## src/logic/cbw_pkg.sv

```systemverilog
// constants for the card-bus I/O window and bridge control block
// assumes an 8-bit configuration offset with register data in the low bits
package cbw_pkg;
  // register offsets
  localparam logic [7:0] OFS_IO0_BASE = 8'h2C;
  localparam logic [7:0] OFS_IO0_LIM  = 8'h30;
  localparam logic [7:0] OFS_IO1_BASE = 8'h34;
  localparam logic [7:0] OFS_IO1_LIM  = 8'h38;
  localparam logic [7:0] OFS_IRQ_LINE = 8'h3C;
  localparam logic [7:0] OFS_IRQ_PIN  = 8'h3D;
  localparam logic [7:0] OFS_BCTL     = 8'h3E;
  localparam logic [7:0] OFS_DEV_CTL  = 8'h92;
  // writable bits and reset values
  localparam logic [31:0] IO_BASE_WMASK = 32'hFFFF_FFFC;
  localparam logic [15:0] IO_LIM_WMASK  = 16'hFFFC;
  localparam logic [15:0] BCTL_WMASK    = 16'h07EF;
  localparam logic [31:0] IO_BASE_RST   = 32'h0000_0000;
  localparam logic [15:0] IO_LIM_RST    = 16'h0000;
  localparam logic [7:0]  IRQ_LINE_RST  = 8'hFF;
  localparam logic [15:0] BCTL_RST      = 16'h0340;
  // interrupt signalling select: 00 parallel, other codes serialized
  localparam logic [1:0]  MODE_PARALLEL = 2'h0;
  localparam logic [1:0]  MODE_RST      = 2'h2;
  localparam logic [7:0]  IRQ_PIN_NONE  = 8'h00;
  localparam logic [7:0]  IRQ_PIN_INTA  = 8'h01;
  // field positions
  localparam int DEV_MODE_LSB  = 1;
  localparam int DEV_CPERR_BIT = 8;
  localparam int BC_WRITE_POSTING_ENABLE     = 10;
  localparam int BC_PREF1      = 9;
  localparam int BC_PREF0      = 8;
  localparam int BC_FUNC_IRQ_ROUTE_SELECT       = 7;
  localparam int BC_CRST       = 6;
  localparam int BC_MABT       = 5;
  localparam int BC_VGA        = 3;
  localparam int BC_ISA        = 2;
  localparam int BC_CSERR      = 1;
  localparam int BC_CPERR      = 0;
  // legacy address ranges
  localparam logic [31:0] VGA_MONO_LO  = 32'h0000_03B0;
  localparam logic [31:0] VGA_MONO_HI  = 32'h0000_03BB;
  localparam logic [31:0] VGA_COLOR_LO = 32'h0000_03C0;
  localparam logic [31:0] VGA_COLOR_HI = 32'h0000_03DF;
  localparam logic [15:0] ISA_PAGE     = 16'h0000;
  localparam logic [1:0]  DW_ONES      = 2'h3;
  // card parity error drive sequence
  typedef enum logic [1:0] {
    PE_IDLE    = 2'h0,
    PE_DRIVE   = 2'h1,
    PE_RELEASE = 2'h3
  } cbw_perr_t;
endpackage

```

## src/logic/cbw_pin_sync.sv

```systemverilog
// two-flop synchroniser with edge detection for card-side pins
// assumes inputs asynchronous to clk; outputs are clk-domain levels and pulses
`timescale 1ns/1ns
module cbw_pin_sync #(
  parameter int W = 1
) (
  // clock and reset
  input  wire logic         clk,
  input  wire logic         srst,
  // raw pins and synchronised view
  input  wire logic [W-1:0] pin,
  output logic      [W-1:0] level,
  output logic      [W-1:0] rise
);
  typedef struct packed {
    logic [W-1:0] s1;
    logic [W-1:0] s2;
    logic [W-1:0] s3;
  } cbw_sync_t;

  cbw_sync_t q;
  cbw_sync_t d;

  // shift chain; s1 feeds only s2
  always_comb begin
    d    = q;
    d.s1 = pin;
    d.s2 = q.s1;
    d.s3 = q.s2;
  end

  // reset to the idle-high pin level so no false edge or low follows reset
  always_ff @(posedge clk) begin
    if (srst) begin
      q <= '1;
    end else begin
      q <= d;
    end
  end

  assign level = q.s2;
  assign rise  = q.s2 & ~q.s3;
endmodule

```

## src/logic/cbw_bridge_ctrl.sv

```systemverilog
// I/O window decode, interrupt registers and bridge control of a card-bus bridge
// assumes one-cycle config strobes on clk and card pins arriving asynchronously
`timescale 1ns/1ns
module cbw_bridge_ctrl
  import cbw_pkg::*;
(
  // clock and synchronous reset
  input  wire logic        clk,
  input  wire logic        srst,
  // configuration register port
  input  wire logic [7:0]  cfg_addr,
  input  wire logic [31:0] cfg_wdata,
  input  wire logic        cfg_wr,
  input  wire logic        cfg_rd,
  output logic      [31:0] cfg_rdata,
  // I/O cycle decode
  input  wire logic        io_req,
  input  wire logic        io_from_card,
  input  wire logic [31:0] io_addr,
  output logic             io_claim,
  output logic             io_to_pci,
  // error events and responses
  input  wire logic        card_master_abort,
  input  wire logic        card_parity_err,
  input  wire logic        serr_enable,
  output logic             target_abort,
  output logic             serr_pulse,
  // card link pins
  input  wire logic        card_clk,
  input  wire logic        cserr_n,
  input  wire logic        cperr_n_i,
  output logic             cperr_n_o,
  output logic             cperr_oe,
  output logic             card_rst_n,
  // control levels
  output logic             write_posting_enable,
  output logic             mem_window1_prefetchable,
  output logic             mem_window0_prefetchable,
  output logic             func_irq_route_select,
  output logic [1:0]       irq_signalling_select
);
  import cbw_pkg::*;

  typedef struct packed {
    logic [1:0][31:0] base;
    logic [1:0][15:0] lim;
    logic [7:0]       irq_line;
    logic [15:0]      bctl;
    logic [1:0]       mode;
    logic [31:0]      rdata;
    logic             claim;
    logic             up;
    logic             tabort;
    logic             serr;
    logic             crst_n;
    cbw_perr_t        perr;
    logic             pdrive;
    logic             poe;
  } cbw_state_t;

  cbw_state_t q;
  cbw_state_t d;

  logic [2:0] pin_lvl;
  logic [2:0] pin_rise;

  // card clock, system error and parity pins enter through the synchroniser
  cbw_pin_sync #(
    .W (3)
  ) u_sync (
    .clk   (clk),
    .srst  (srst),
    .pin   ({cperr_n_i, cserr_n, card_clk}),
    .level (pin_lvl),
    .rise  (pin_rise)
  );

  // window hit: enabled, page match, offset between bottom and top inclusive
  function automatic logic win_hit(input logic [31:0] base,
                                   input logic [15:0] lim,
                                   input logic [31:0] addr);
    logic enabled;
    logic [15:0] top;
    enabled = (base != '0) || (lim != '0);
    top     = {lim[15:2], DW_ONES};
    win_hit = enabled && (addr[31:16] == base[31:16])
              && (addr[15:0] >= base[15:0])
              && (addr[15:0] <= top);
  endfunction

  // address inside one of the legacy VGA I/O ranges
  function automatic logic vga_hit(input logic [31:0] addr);
    vga_hit = ((addr >= VGA_MONO_LO) && (addr <= VGA_MONO_HI))
              || ((addr >= VGA_COLOR_LO) && (addr <= VGA_COLOR_HI));
  endfunction

  logic any_win;
  logic isa_block;
  logic vga_fwd;
  logic cserr_evt;
  logic mabt_rpt;

  // decode terms shared by the next-state logic and the assertions
  always_comb begin
    any_win   = win_hit(q.base[0], q.lim[0], io_addr)
                || win_hit(q.base[1], q.lim[1], io_addr);
    isa_block = q.bctl[BC_ISA] && (io_addr[31:16] == ISA_PAGE)
                && (io_addr[9:8] != 2'h0);
    vga_fwd   = q.bctl[BC_VGA] && vga_hit(io_addr);
    cserr_evt = pin_rise[0] && !pin_lvl[1];
    mabt_rpt  = card_master_abort && q.bctl[BC_MABT];
  end

  // next state: register writes, read mux, decode and error responses
  always_comb begin
    d = q;
    // register writes; bits outside the write mask are cleared
    if (cfg_wr) begin
      case (cfg_addr)
        OFS_IO0_BASE: d.base[0] = cfg_wdata & IO_BASE_WMASK;
        OFS_IO1_BASE: d.base[1] = cfg_wdata & IO_BASE_WMASK;
        OFS_IO0_LIM:  d.lim[0]  = cfg_wdata[15:0] & IO_LIM_WMASK;
        OFS_IO1_LIM:  d.lim[1]  = cfg_wdata[15:0] & IO_LIM_WMASK;
        OFS_IRQ_LINE: d.irq_line = cfg_wdata[7:0];
        OFS_BCTL:     d.bctl = cfg_wdata[15:0] & BCTL_WMASK;
        OFS_DEV_CTL:  d.mode = cfg_wdata[DEV_MODE_LSB +: 2];
        default: begin
        end
      endcase
    end
    // read data stand one cycle, zero otherwise
    d.rdata = '0;
    if (cfg_rd) begin
      case (cfg_addr)
        OFS_IO0_BASE: d.rdata = q.base[0];
        OFS_IO1_BASE: d.rdata = q.base[1];
        OFS_IO0_LIM:  d.rdata = {16'h0000, q.lim[0]};
        OFS_IO1_LIM:  d.rdata = {16'h0000, q.lim[1]};
        OFS_IRQ_LINE: d.rdata = {24'h000000, q.irq_line};
        OFS_IRQ_PIN: begin
          // pin code follows the signalling select
          d.rdata[7:0] = (q.mode == MODE_PARALLEL) ? IRQ_PIN_NONE
                                                   : IRQ_PIN_INTA;
        end
        OFS_BCTL:     d.rdata = {16'h0000, q.bctl};
        OFS_DEV_CTL: begin
          d.rdata[DEV_MODE_LSB +: 2] = q.mode;
          d.rdata[DEV_CPERR_BIT]     = !pin_lvl[2];
        end
        default: d.rdata = '0;
      endcase
    end
    // I/O claim downstream and upstream pass-through
    d.claim = io_req && !io_from_card
              && ((any_win && !isa_block) || vga_fwd);
    d.up    = io_req && io_from_card && !any_win;
    // abort and system error reporting
    d.tabort = mabt_rpt;
    d.serr   = (mabt_rpt && serr_enable)
               || (cserr_evt && q.bctl[BC_CSERR]);
    // card reset follows the control bit; bus reset handled below
    d.crst_n = !q.bctl[BC_CRST];
    // parity report: drive low until the next card clock rise, then high one card clock, then release
    case (q.perr)
      PE_IDLE: begin
        if (card_parity_err && q.bctl[BC_CPERR]) begin
          d.perr   = PE_DRIVE;
          d.pdrive = 1'b0;
          d.poe    = 1'b1;
        end
      end
      PE_DRIVE: begin
        if (pin_rise[0]) begin
          d.perr   = PE_RELEASE;
          d.pdrive = 1'b1;
        end
      end
      PE_RELEASE: begin
        if (pin_rise[0]) begin
          d.perr = PE_IDLE;
          d.poe  = 1'b0;
        end
      end
      default: begin
        d.perr = PE_IDLE;
        d.poe  = 1'b0;
      end
    endcase
  end

  // state register; bus reset also asserts card reset
  always_ff @(posedge clk) begin
    if (srst) begin
      q          <= '0;
      q.base     <= {IO_BASE_RST, IO_BASE_RST};
      q.lim      <= {IO_LIM_RST, IO_LIM_RST};
      q.irq_line <= IRQ_LINE_RST;
      q.bctl     <= BCTL_RST;
      q.mode     <= MODE_RST;
      q.crst_n   <= 1'b0;
      q.perr     <= PE_IDLE;
      q.pdrive   <= 1'b1;
    end else begin
      q <= d;
    end
  end

  // outputs straight from the state register
  assign cfg_rdata                = q.rdata;
  assign io_claim                 = q.claim;
  assign io_to_pci                = q.up;
  assign target_abort             = q.tabort;
  assign serr_pulse               = q.serr;
  assign card_rst_n               = q.crst_n;
  assign cperr_n_o                = q.pdrive;
  assign cperr_oe                 = q.poe;
  assign write_posting_enable     = q.bctl[BC_WRITE_POSTING_ENABLE];
  assign mem_window1_prefetchable = q.bctl[BC_PREF1];
  assign mem_window0_prefetchable = q.bctl[BC_PREF0];
  assign func_irq_route_select    = q.bctl[BC_FUNC_IRQ_ROUTE_SELECT];
  assign irq_signalling_select    = q.mode;
endmodule

```

## config.mk

```make
export PLATFORM = sky130hd
export DESIGN_NAME = cbw_bridge_ctrl
export DESIGN_NICKNAME = d
export VERILOG_FILES = /design/src/logic/cbw_pkg.sv /design/src/logic/cbw_pin_sync.sv /design/src/logic/cbw_bridge_ctrl.sv
export SDC_FILE = /design/constraint.sdc
export NUM_CORES = 1
export LEC_CHECK = 0
export ABC_AREA = 1
export BUFFER_PORTS_ARGS = -buffer_cell sky130_fd_sc_hd__buf_2
export CORE_MARGIN = 5
export CORE_UTILIZATION = 35
export DETAILED_ROUTE_END_ITERATION = 7
export SYNTH_ARGS = -nofsm -noshare
export SYNTH_HDL_FRONTEND = slang
export SYNTH_SLANG_ARGS = --single-unit
```

## constraint.sdc

```tcl
create_clock -name clk -period 1.51 [get_ports clk]
set_input_delay 0.0755 -clock clk [delete_from_list [all_inputs] [get_ports clk]]
set_output_delay 0.0755 -clock clk [all_outputs]
set_load 0.05 [all_outputs]
```

==> flow_metrics.env, run 1 <==
export IMPL_numCtsBuffers=17
export IMPL_finalHoldViolCount=0
export IMPL_leakagePower_nw=5.01
export IMPL_yosysMostFrequentCell="nand2_1"
export IMPL_async_flop_share=0
export IMPL_syn_instance_count=1181
export IMPL_arrival_ns=1.98
export IMPL_clockPowerShare=0.454
export IMPL_via_per_inst=4.82
export IMPL_clock_fmax_ghz=0.616
export IMPL_initial_core_util=0.355
export IMPL_drc=0
export IMPL_grt_max_degree=111
export IMPL_nNetsFinal=1540
export IMPL_syn_nets=1321
export IMPL_run_status="complete, but fails checks"
export IMPL_num_vias=8349
export IMPL_nFillCells=2387
export IMPL_post_drt_wl_per_cell_um=15.3
export IMPL_tightestPinTransition_ns=0.445
export IMPL_p_seq_frac=0.447
export IMPL_dp_cells=1658
export IMPL_multi_input_area_sq_um=4540
export IMPL_drt_pass1_iter_count=5
export IMPL_peakVddDrop_mv=0.642
export IMPL_final_setup_tns_ns=-0.131
export IMPL_synth_edff_count=0
export IMPL_setup_viol=2
export IMPL_syn_area_per_cell_sq_um=7.03
export IMPL_antenna_left=0
export IMPL_drt_iter0_markers=600
export IMPL_drive_above_1_share=0.270
export IMPL_violations="setup timing"
export IMPL_gr_total_overflow=0
export IMPL_power_density_nw_per_um2=828
export IMPL_p_switching_mw=2.43
export IMPL_postLayoutCellArea_sq_um=11200
export IMPL_min_period_ns=1.62
export IMPL_dp_hpwl_um=19400
export IMPL_clock_skew_ns=0.0128
export IMPL_grt_pass1_wl_um=41200
export IMPL_rsz0062_at_grt="yes"
export IMPL_grt_usage=0.196
export IMPL_grt_pass1_vias=8065
export IMPL_critical_path_endpoint_type="flop"
export IMPL_clk_path_buf_depth=2
export IMPL_synth_area_sq_um=8300
export IMPL_yosys_warnings=0
export IMPL_fin_crit_sh=1.07
export IMPL_finalNonFillerCells=1732
export IMPL_synthFlopType="dfxtp_1"
export IMPL_cp_max_fo=2
export IMPL_ys_top_cells_by_area="dfxtp_1, nand2_1, a21oi_1, ha_1, inv_1"
export IMPL_placementRows=56
export IMPL_synth_top_cell_area_share=0.376
export IMPL_totalWireLength_um=26400
export IMPL_root_buffer="clkbuf_16"
export IMPL_yosys_top_cells_count="nand2_1, dfxtp_1, inv_1"
export IMPL_clock_sinks=156
export IMPL_grt_antenna_before_repair=0
export IMPL_yosysTopAreaCell="dfxtp_1"
export IMPL_slew_headroom=0.703
export IMPL_die_h_um=164
export IMPL_yosys_cell_types_count=41
export IMPL_startpoint_type="flop"
export IMPL_hold_path_class="input port to flop"
export IMPL_utilization=0.478
export IMPL_core_sq_um=23400
export IMPL_fin_ws_ns=-0.113
export IMPL_seqCellArea_sq_um=3150
export IMPL_die_w_um=164
export IMPL_areaGrowthSynthToFinish_pct=34.8
export IMPL_gp_congestion=0.836
export IMPL_final_max_slew_viol_count=0
export IMPL_num_io_pins=129
export IMPL_ys_ff_latch=156
export IMPL_ys_seq_area_frac=0.376
export IMPL_cts_tree="built"
export IMPL_cp_required_ns=1.87
export IMPL_swShare=0.262
export IMPL_p_int_mw=6.84
export IMPL_comb_power_share=0.100
export IMPL_critPathKind="flop to flop"
export IMPL_dpl_cell_area_sq_um=9800
export IMPL_cap_violations=0
export IMPL_clock_latency_ns=0.44
export IMPL_htreeDepth=4
export IMPL_port_buffers=128
export IMPL_die_area_sq_um=26900
export IMPL_clk_pin_slew_ns=0.06
export IMPL_antennaDiodeCount=0
[per-layer routing]
layer,part of all wire,up-vias,track usage
li1,-,4277,-
met1,0.43,3814,0.240
met2,0.49,209,0.342
met3,0.045,49,0.0399
met4,0.028,0,0.0667
met5,0,-,0
[power by group through the flow]
stage          combinational, mW  clock, mW  sequential [mW]
2_1_floorplan              0.393          0             4.25
3_3_place_gp               0.746          0             4.24
3_5_place_dp               0.754          0             4.24
4_1_cts                    0.874       4.30             4.14
5_1_grt                     1.03       4.49             4.14
6_report                   0.923       4.21             4.14
[sequential cells by signal, summed over array words and instances (netlist names)]
| signal | count |
|---|---|
| u_sync.q | 1 |
| serr_pulse | 1 |
| q | 104 |
| write_posting_enable | 1 |
| io_to_pci | 1 |
| mem_window0_prefetchable | 1 |
| cperr_n_o | 1 |
| func_irq_route_select | 1 |
| mem_window1_prefetchable | 1 |
| u_sync.level | 3 |
| target_abort | 1 |
| cfg_rdata | 32 |
| u_sync.d | 3 |
| irq_signalling_select | 2 |
| card_rst_n | 1 |
| io_claim | 1 |
| cperr_oe | 1 |
[per-stage QoR]
stage	worst slack (ns)	power (mW)	hold slack, ns
final	-0.113	9.27	0.0291
after global routing	-0.204	9.67	0.0280
after CTS	-0.0716	9.31	0.0131
after detailed placement	-0.134	4.99	0.261
after global placement	-0.0999	4.98	0.259
after floorplan	0.0759	4.64	0.158
[area by class of cell]
class                   count  share of cell area
inverters                 154              0.0520
repair buffers            274               0.175
clock inverters            13              0.0121
multi-input cells         797               0.406
clock buffers              19              0.0387
well taps                 319              0.0356
flip-flops and latches    156               0.281
[worst max-delay path, stage by stage, from the launching register on]
cell and delay, ns:
dfxtp_2 0.32, inv_1 0.07, ha_4 0.27, nand2_1 0.06
nor2_1 0.16, nand2_2 0.09, nor2_2 0.11, nor2_1 0.05
nand3_1 0.08, nand3_2 0.08, nand2_2 0.09, nand2_1 0.05
a21oi_1 0.12
[worst paths after layout]
| check | start | to | slack (ns) | cells past startpoint |
|---|---|---|---|---|
| max | q[142] | io_claim | -0.11 | 12 |
| min | cfg_wdata[11] | q[110] | 0.03 | 3 |
| max reg2reg | q[142] | io_claim | -0.11 | 12 |
| min reg2reg | u_sync.d[3] | u_sync.level[0] | 0.41 | 1 |
[cell families (layout without fill, tap and decap cells)]
| logic type | Yosys count | after routing | synth area share |
|---|---|---|---|
| AND/OR/NAND/NOR | 448 | 448 | 0.227 |
| AO/OA/AOI/OAI | 292 | 292 | 0.187 |
| buffers and inverters | 228 | 460 | 0.124 |
| flip-flops | 156 | 156 | 0.376 |
| adder cells (fa/ha/maj) | 56 | 56 | 0.0844 |
| XOR/XNOR | 1 | 1 | 0.00105 |
[repair_timing]
item / in CTS / in global routing
setup buffers: 0 / 3
hold buffers: 39 / 0
endpoints found under the hold margin: 64 / 0
resized for setup: 56 / 42
setup endpoints to repair: 2 / 2
pin swaps: 22 / 22
[cell usage in the layout, fill, tap and decap left out, drive strengths merged, types with 19 or more instances in the layout]
cell,count
clkbuf,19
o21ai,107
inv,158
ha,56
dfxtp,156
nand3,40
dlygate4sd3,39
a21oi,146
nor2,101
buf,235
nand2,271
No activity file was read; power rests on OpenSTA's default activity.
==> run 2: changes to the inputs <==
--- a/config.mk
+++ b/config.mk
@@ -6,10 +6,10 @@
 export NUM_CORES = 1
 export LEC_CHECK = 0
 export ABC_AREA = 1
-export BUFFER_PORTS_ARGS = -buffer_cell sky130_fd_sc_hd__buf_2
 export CORE_MARGIN = 5
 export CORE_UTILIZATION = 35
 export DETAILED_ROUTE_END_ITERATION = 7
+export DONT_BUFFER_PORTS = 1
 export SYNTH_ARGS = -nofsm -noshare
 export SYNTH_HDL_FRONTEND = slang
 export SYNTH_SLANG_ARGS = --single-unit
==> run 2 against run 1 <==
The flow still finishes with violations (setup timing). Critical path depth unchanged. Total power grew 2.6%. Worst setup slack gained 0.014 ns. Clock skew shrank 0.0021 ns. Core utilization is 1.6 points lower. Sequential share of layout area up 0.89 points. Sequential power is essentially flat. Register-to-register slack hardly changed. Via count is 2.3% lower.
==> flow_metrics.env, run 2 (synthesis results as in run 1) <==
export IMPL_clock_sinks=156
export IMPL_drt_pass1_iter_count=5
export IMPL_nNetsFinal=1453
export IMPL_fin_crit_sh=1.07
export IMPL_finalHoldViolCount=0
export IMPL_rrSetupSlack_ns=-0.1
export IMPL_gr_total_overflow=0
export IMPL_reg2reg_from="q[138]"
export IMPL_root_buffer="clkbuf_16"
export IMPL_largest_reg_flops=104
export IMPL_peakVddDrop_mv=0.660
export IMPL_nFillCells=2338
export IMPL_leakagePower_nw=4.60
export IMPL_grt_usage=0.206
export IMPL_clk_pin_slew_ns=0.06
export IMPL_via_per_inst=4.95
export IMPL_totalWireLength_um=27700
export IMPL_cts_tree="built"
export IMPL_drive_above_1_share=0.186
export IMPL_clock_skew_ns=0.0106
export IMPL_gp_congestion=0.876
export IMPL_initial_core_util=0.355
export IMPL_areaGrowthSynthToFinish_pct=30.4
export IMPL_die_h_um=164
export IMPL_die_area_sq_um=26900
export IMPL_final_common_cell="nand2_1"
export IMPL_hold_depth=5
export IMPL_cp_max_fo=2
export IMPL_setup_viol=2
export IMPL_arrival_ns=1.96
export IMPL_tightestPinTransition_ns=0.571
export IMPL_numCtsBuffers=17
export IMPL_die_w_um=164
export IMPL_rsz0062_at_grt="yes"
export IMPL_port_buffers=0
export IMPL_cp_required_ns=1.87
export IMPL_drt_iter0_markers=698
export IMPL_grt_max_degree=102
export IMPL_post_drt_wl_per_cell_um=16.9
export IMPL_core_sq_um=23400
export IMPL_min_period_ns=1.61
export IMPL_startpoint_type="flop"
export IMPL_placementRows=56
export IMPL_critPathKind="flop to flop"
export IMPL_clock_fmax_ghz=0.621
export IMPL_clock_latency_ns=0.43
export IMPL_dp_hpwl_um=20000
export IMPL_dp_worst_setup_slack_ns=-0.155
export IMPL_htreeDepth=4
export IMPL_grt_pass1_vias=8111
export IMPL_r2r_end="io_claim"
export IMPL_postLayoutCellArea_sq_um=10800
export IMPL_hold_path_class="input port to flop"
export IMPL_critical_path_endpoint_type="flop"
export IMPL_dpl_cell_area_sq_um=9160
export IMPL_mostFrequentLayoutCells="nand2_1, dfxtp_1, a21oi_1"
export IMPL_seqCellArea_sq_um=3140
export IMPL_multi_input_area_sq_um=4470
export IMPL_fin_ws_ns=-0.0995
export IMPL_antenna_left=0
export IMPL_whs_endpoint="io_claim"
export IMPL_largest_register="q"
export IMPL_violations="setup timing"
export IMPL_final_max_slew_viol_count=0
export IMPL_num_io_pins=129
export IMPL_grt_antenna_before_repair=3
export IMPL_reg2reg_depth=12
export IMPL_run_status="complete, but fails checks"
export IMPL_grt_pass1_wl_um=43300
export IMPL_power_density_nw_per_um2=878
export IMPL_drc=0
export IMPL_slew_headroom=0.619
export IMPL_fin_hold_ws_ns=0.0359
export IMPL_hp_start="io_addr[8]"
export IMPL_num_vias=8154
export IMPL_clk_path_buf_depth=2
export IMPL_cap_violations=0
[run 2: stage by stage]
step / setup TNS, ns / power, mW / instances / utilization
floorplan: 0 / 4.64 / 1181 / -
global placement: -0.354 / 4.75 / 1542 / 0.391
detailed placement: -0.451 / 4.76 / 1542 / 0.391
CTS: -0.0690 / 9.52 / 1643 / 0.455
global route: -0.337 / 9.84 / 1646 / 0.463
finish: -0.142 / 9.51 / 1646 / 0.463
[run 2: worst max-delay path by stage]
stage,start,end
after CTS,q[81],io_claim
after global routing,q[138],io_claim
after global placement,q[74],io_to_pci
after floorplan,q[146],io_claim
final,q[138],io_claim
after detailed placement,q[74],io_to_pci
[run 2: where the power goes]
part	switching (mW)	internal [mW]	total (mW)
logic	0.416	0.337	0.754
clock network	1.80	2.81	4.61
registers	0.0154	4.13	4.15
total	2.23	7.28	9.51
[run 2: timing repair]
action | in CTS | in global routing
hold endpoints to repair | 124 | 1
setup endpoints to repair | 2 | 6
hold buffers | 68 | 1
pin swaps | 16 | 21
resized for setup | 43 | 43
setup buffers | 2 | 1
[run 2: final cells by class]
class / count / area share
multi-input combinational: 797 / 0.412
inverter: 154 / 0.0543
tap: 319 / 0.0369
clock inverter: 10 / 0.0154
sequential: 156 / 0.290
timing repair buffer: 187 / 0.149
clock buffer: 21 / 0.0416
antenna: 2 / 0.000462
[run 2: worst max-delay path, cell delays in order, from the launching register on]
cell and delay (ns):
dfxtp_2 0.33, inv_2 0.05, ha_4 0.26, nand2_2 0.06, nor2_2 0.13, nand3b_1 0.13
nor2_2 0.10, nor2_1 0.05, nand3_1 0.09, nand3_1 0.09, nand2_2 0.10, nand2_2 0.05
a21oi_2 0.10
[run 2: per-layer routing]
metal / track usage / share of wire / up-vias
met5: 0 / 0.00043 / -
met4: 0.0881 / 0.035 / 2
met3: 0.0434 / 0.055 / 64
met2: 0.360 / 0.50 / 234
met1: 0.245 / 0.41 / 3746
li1: - / - / 4108
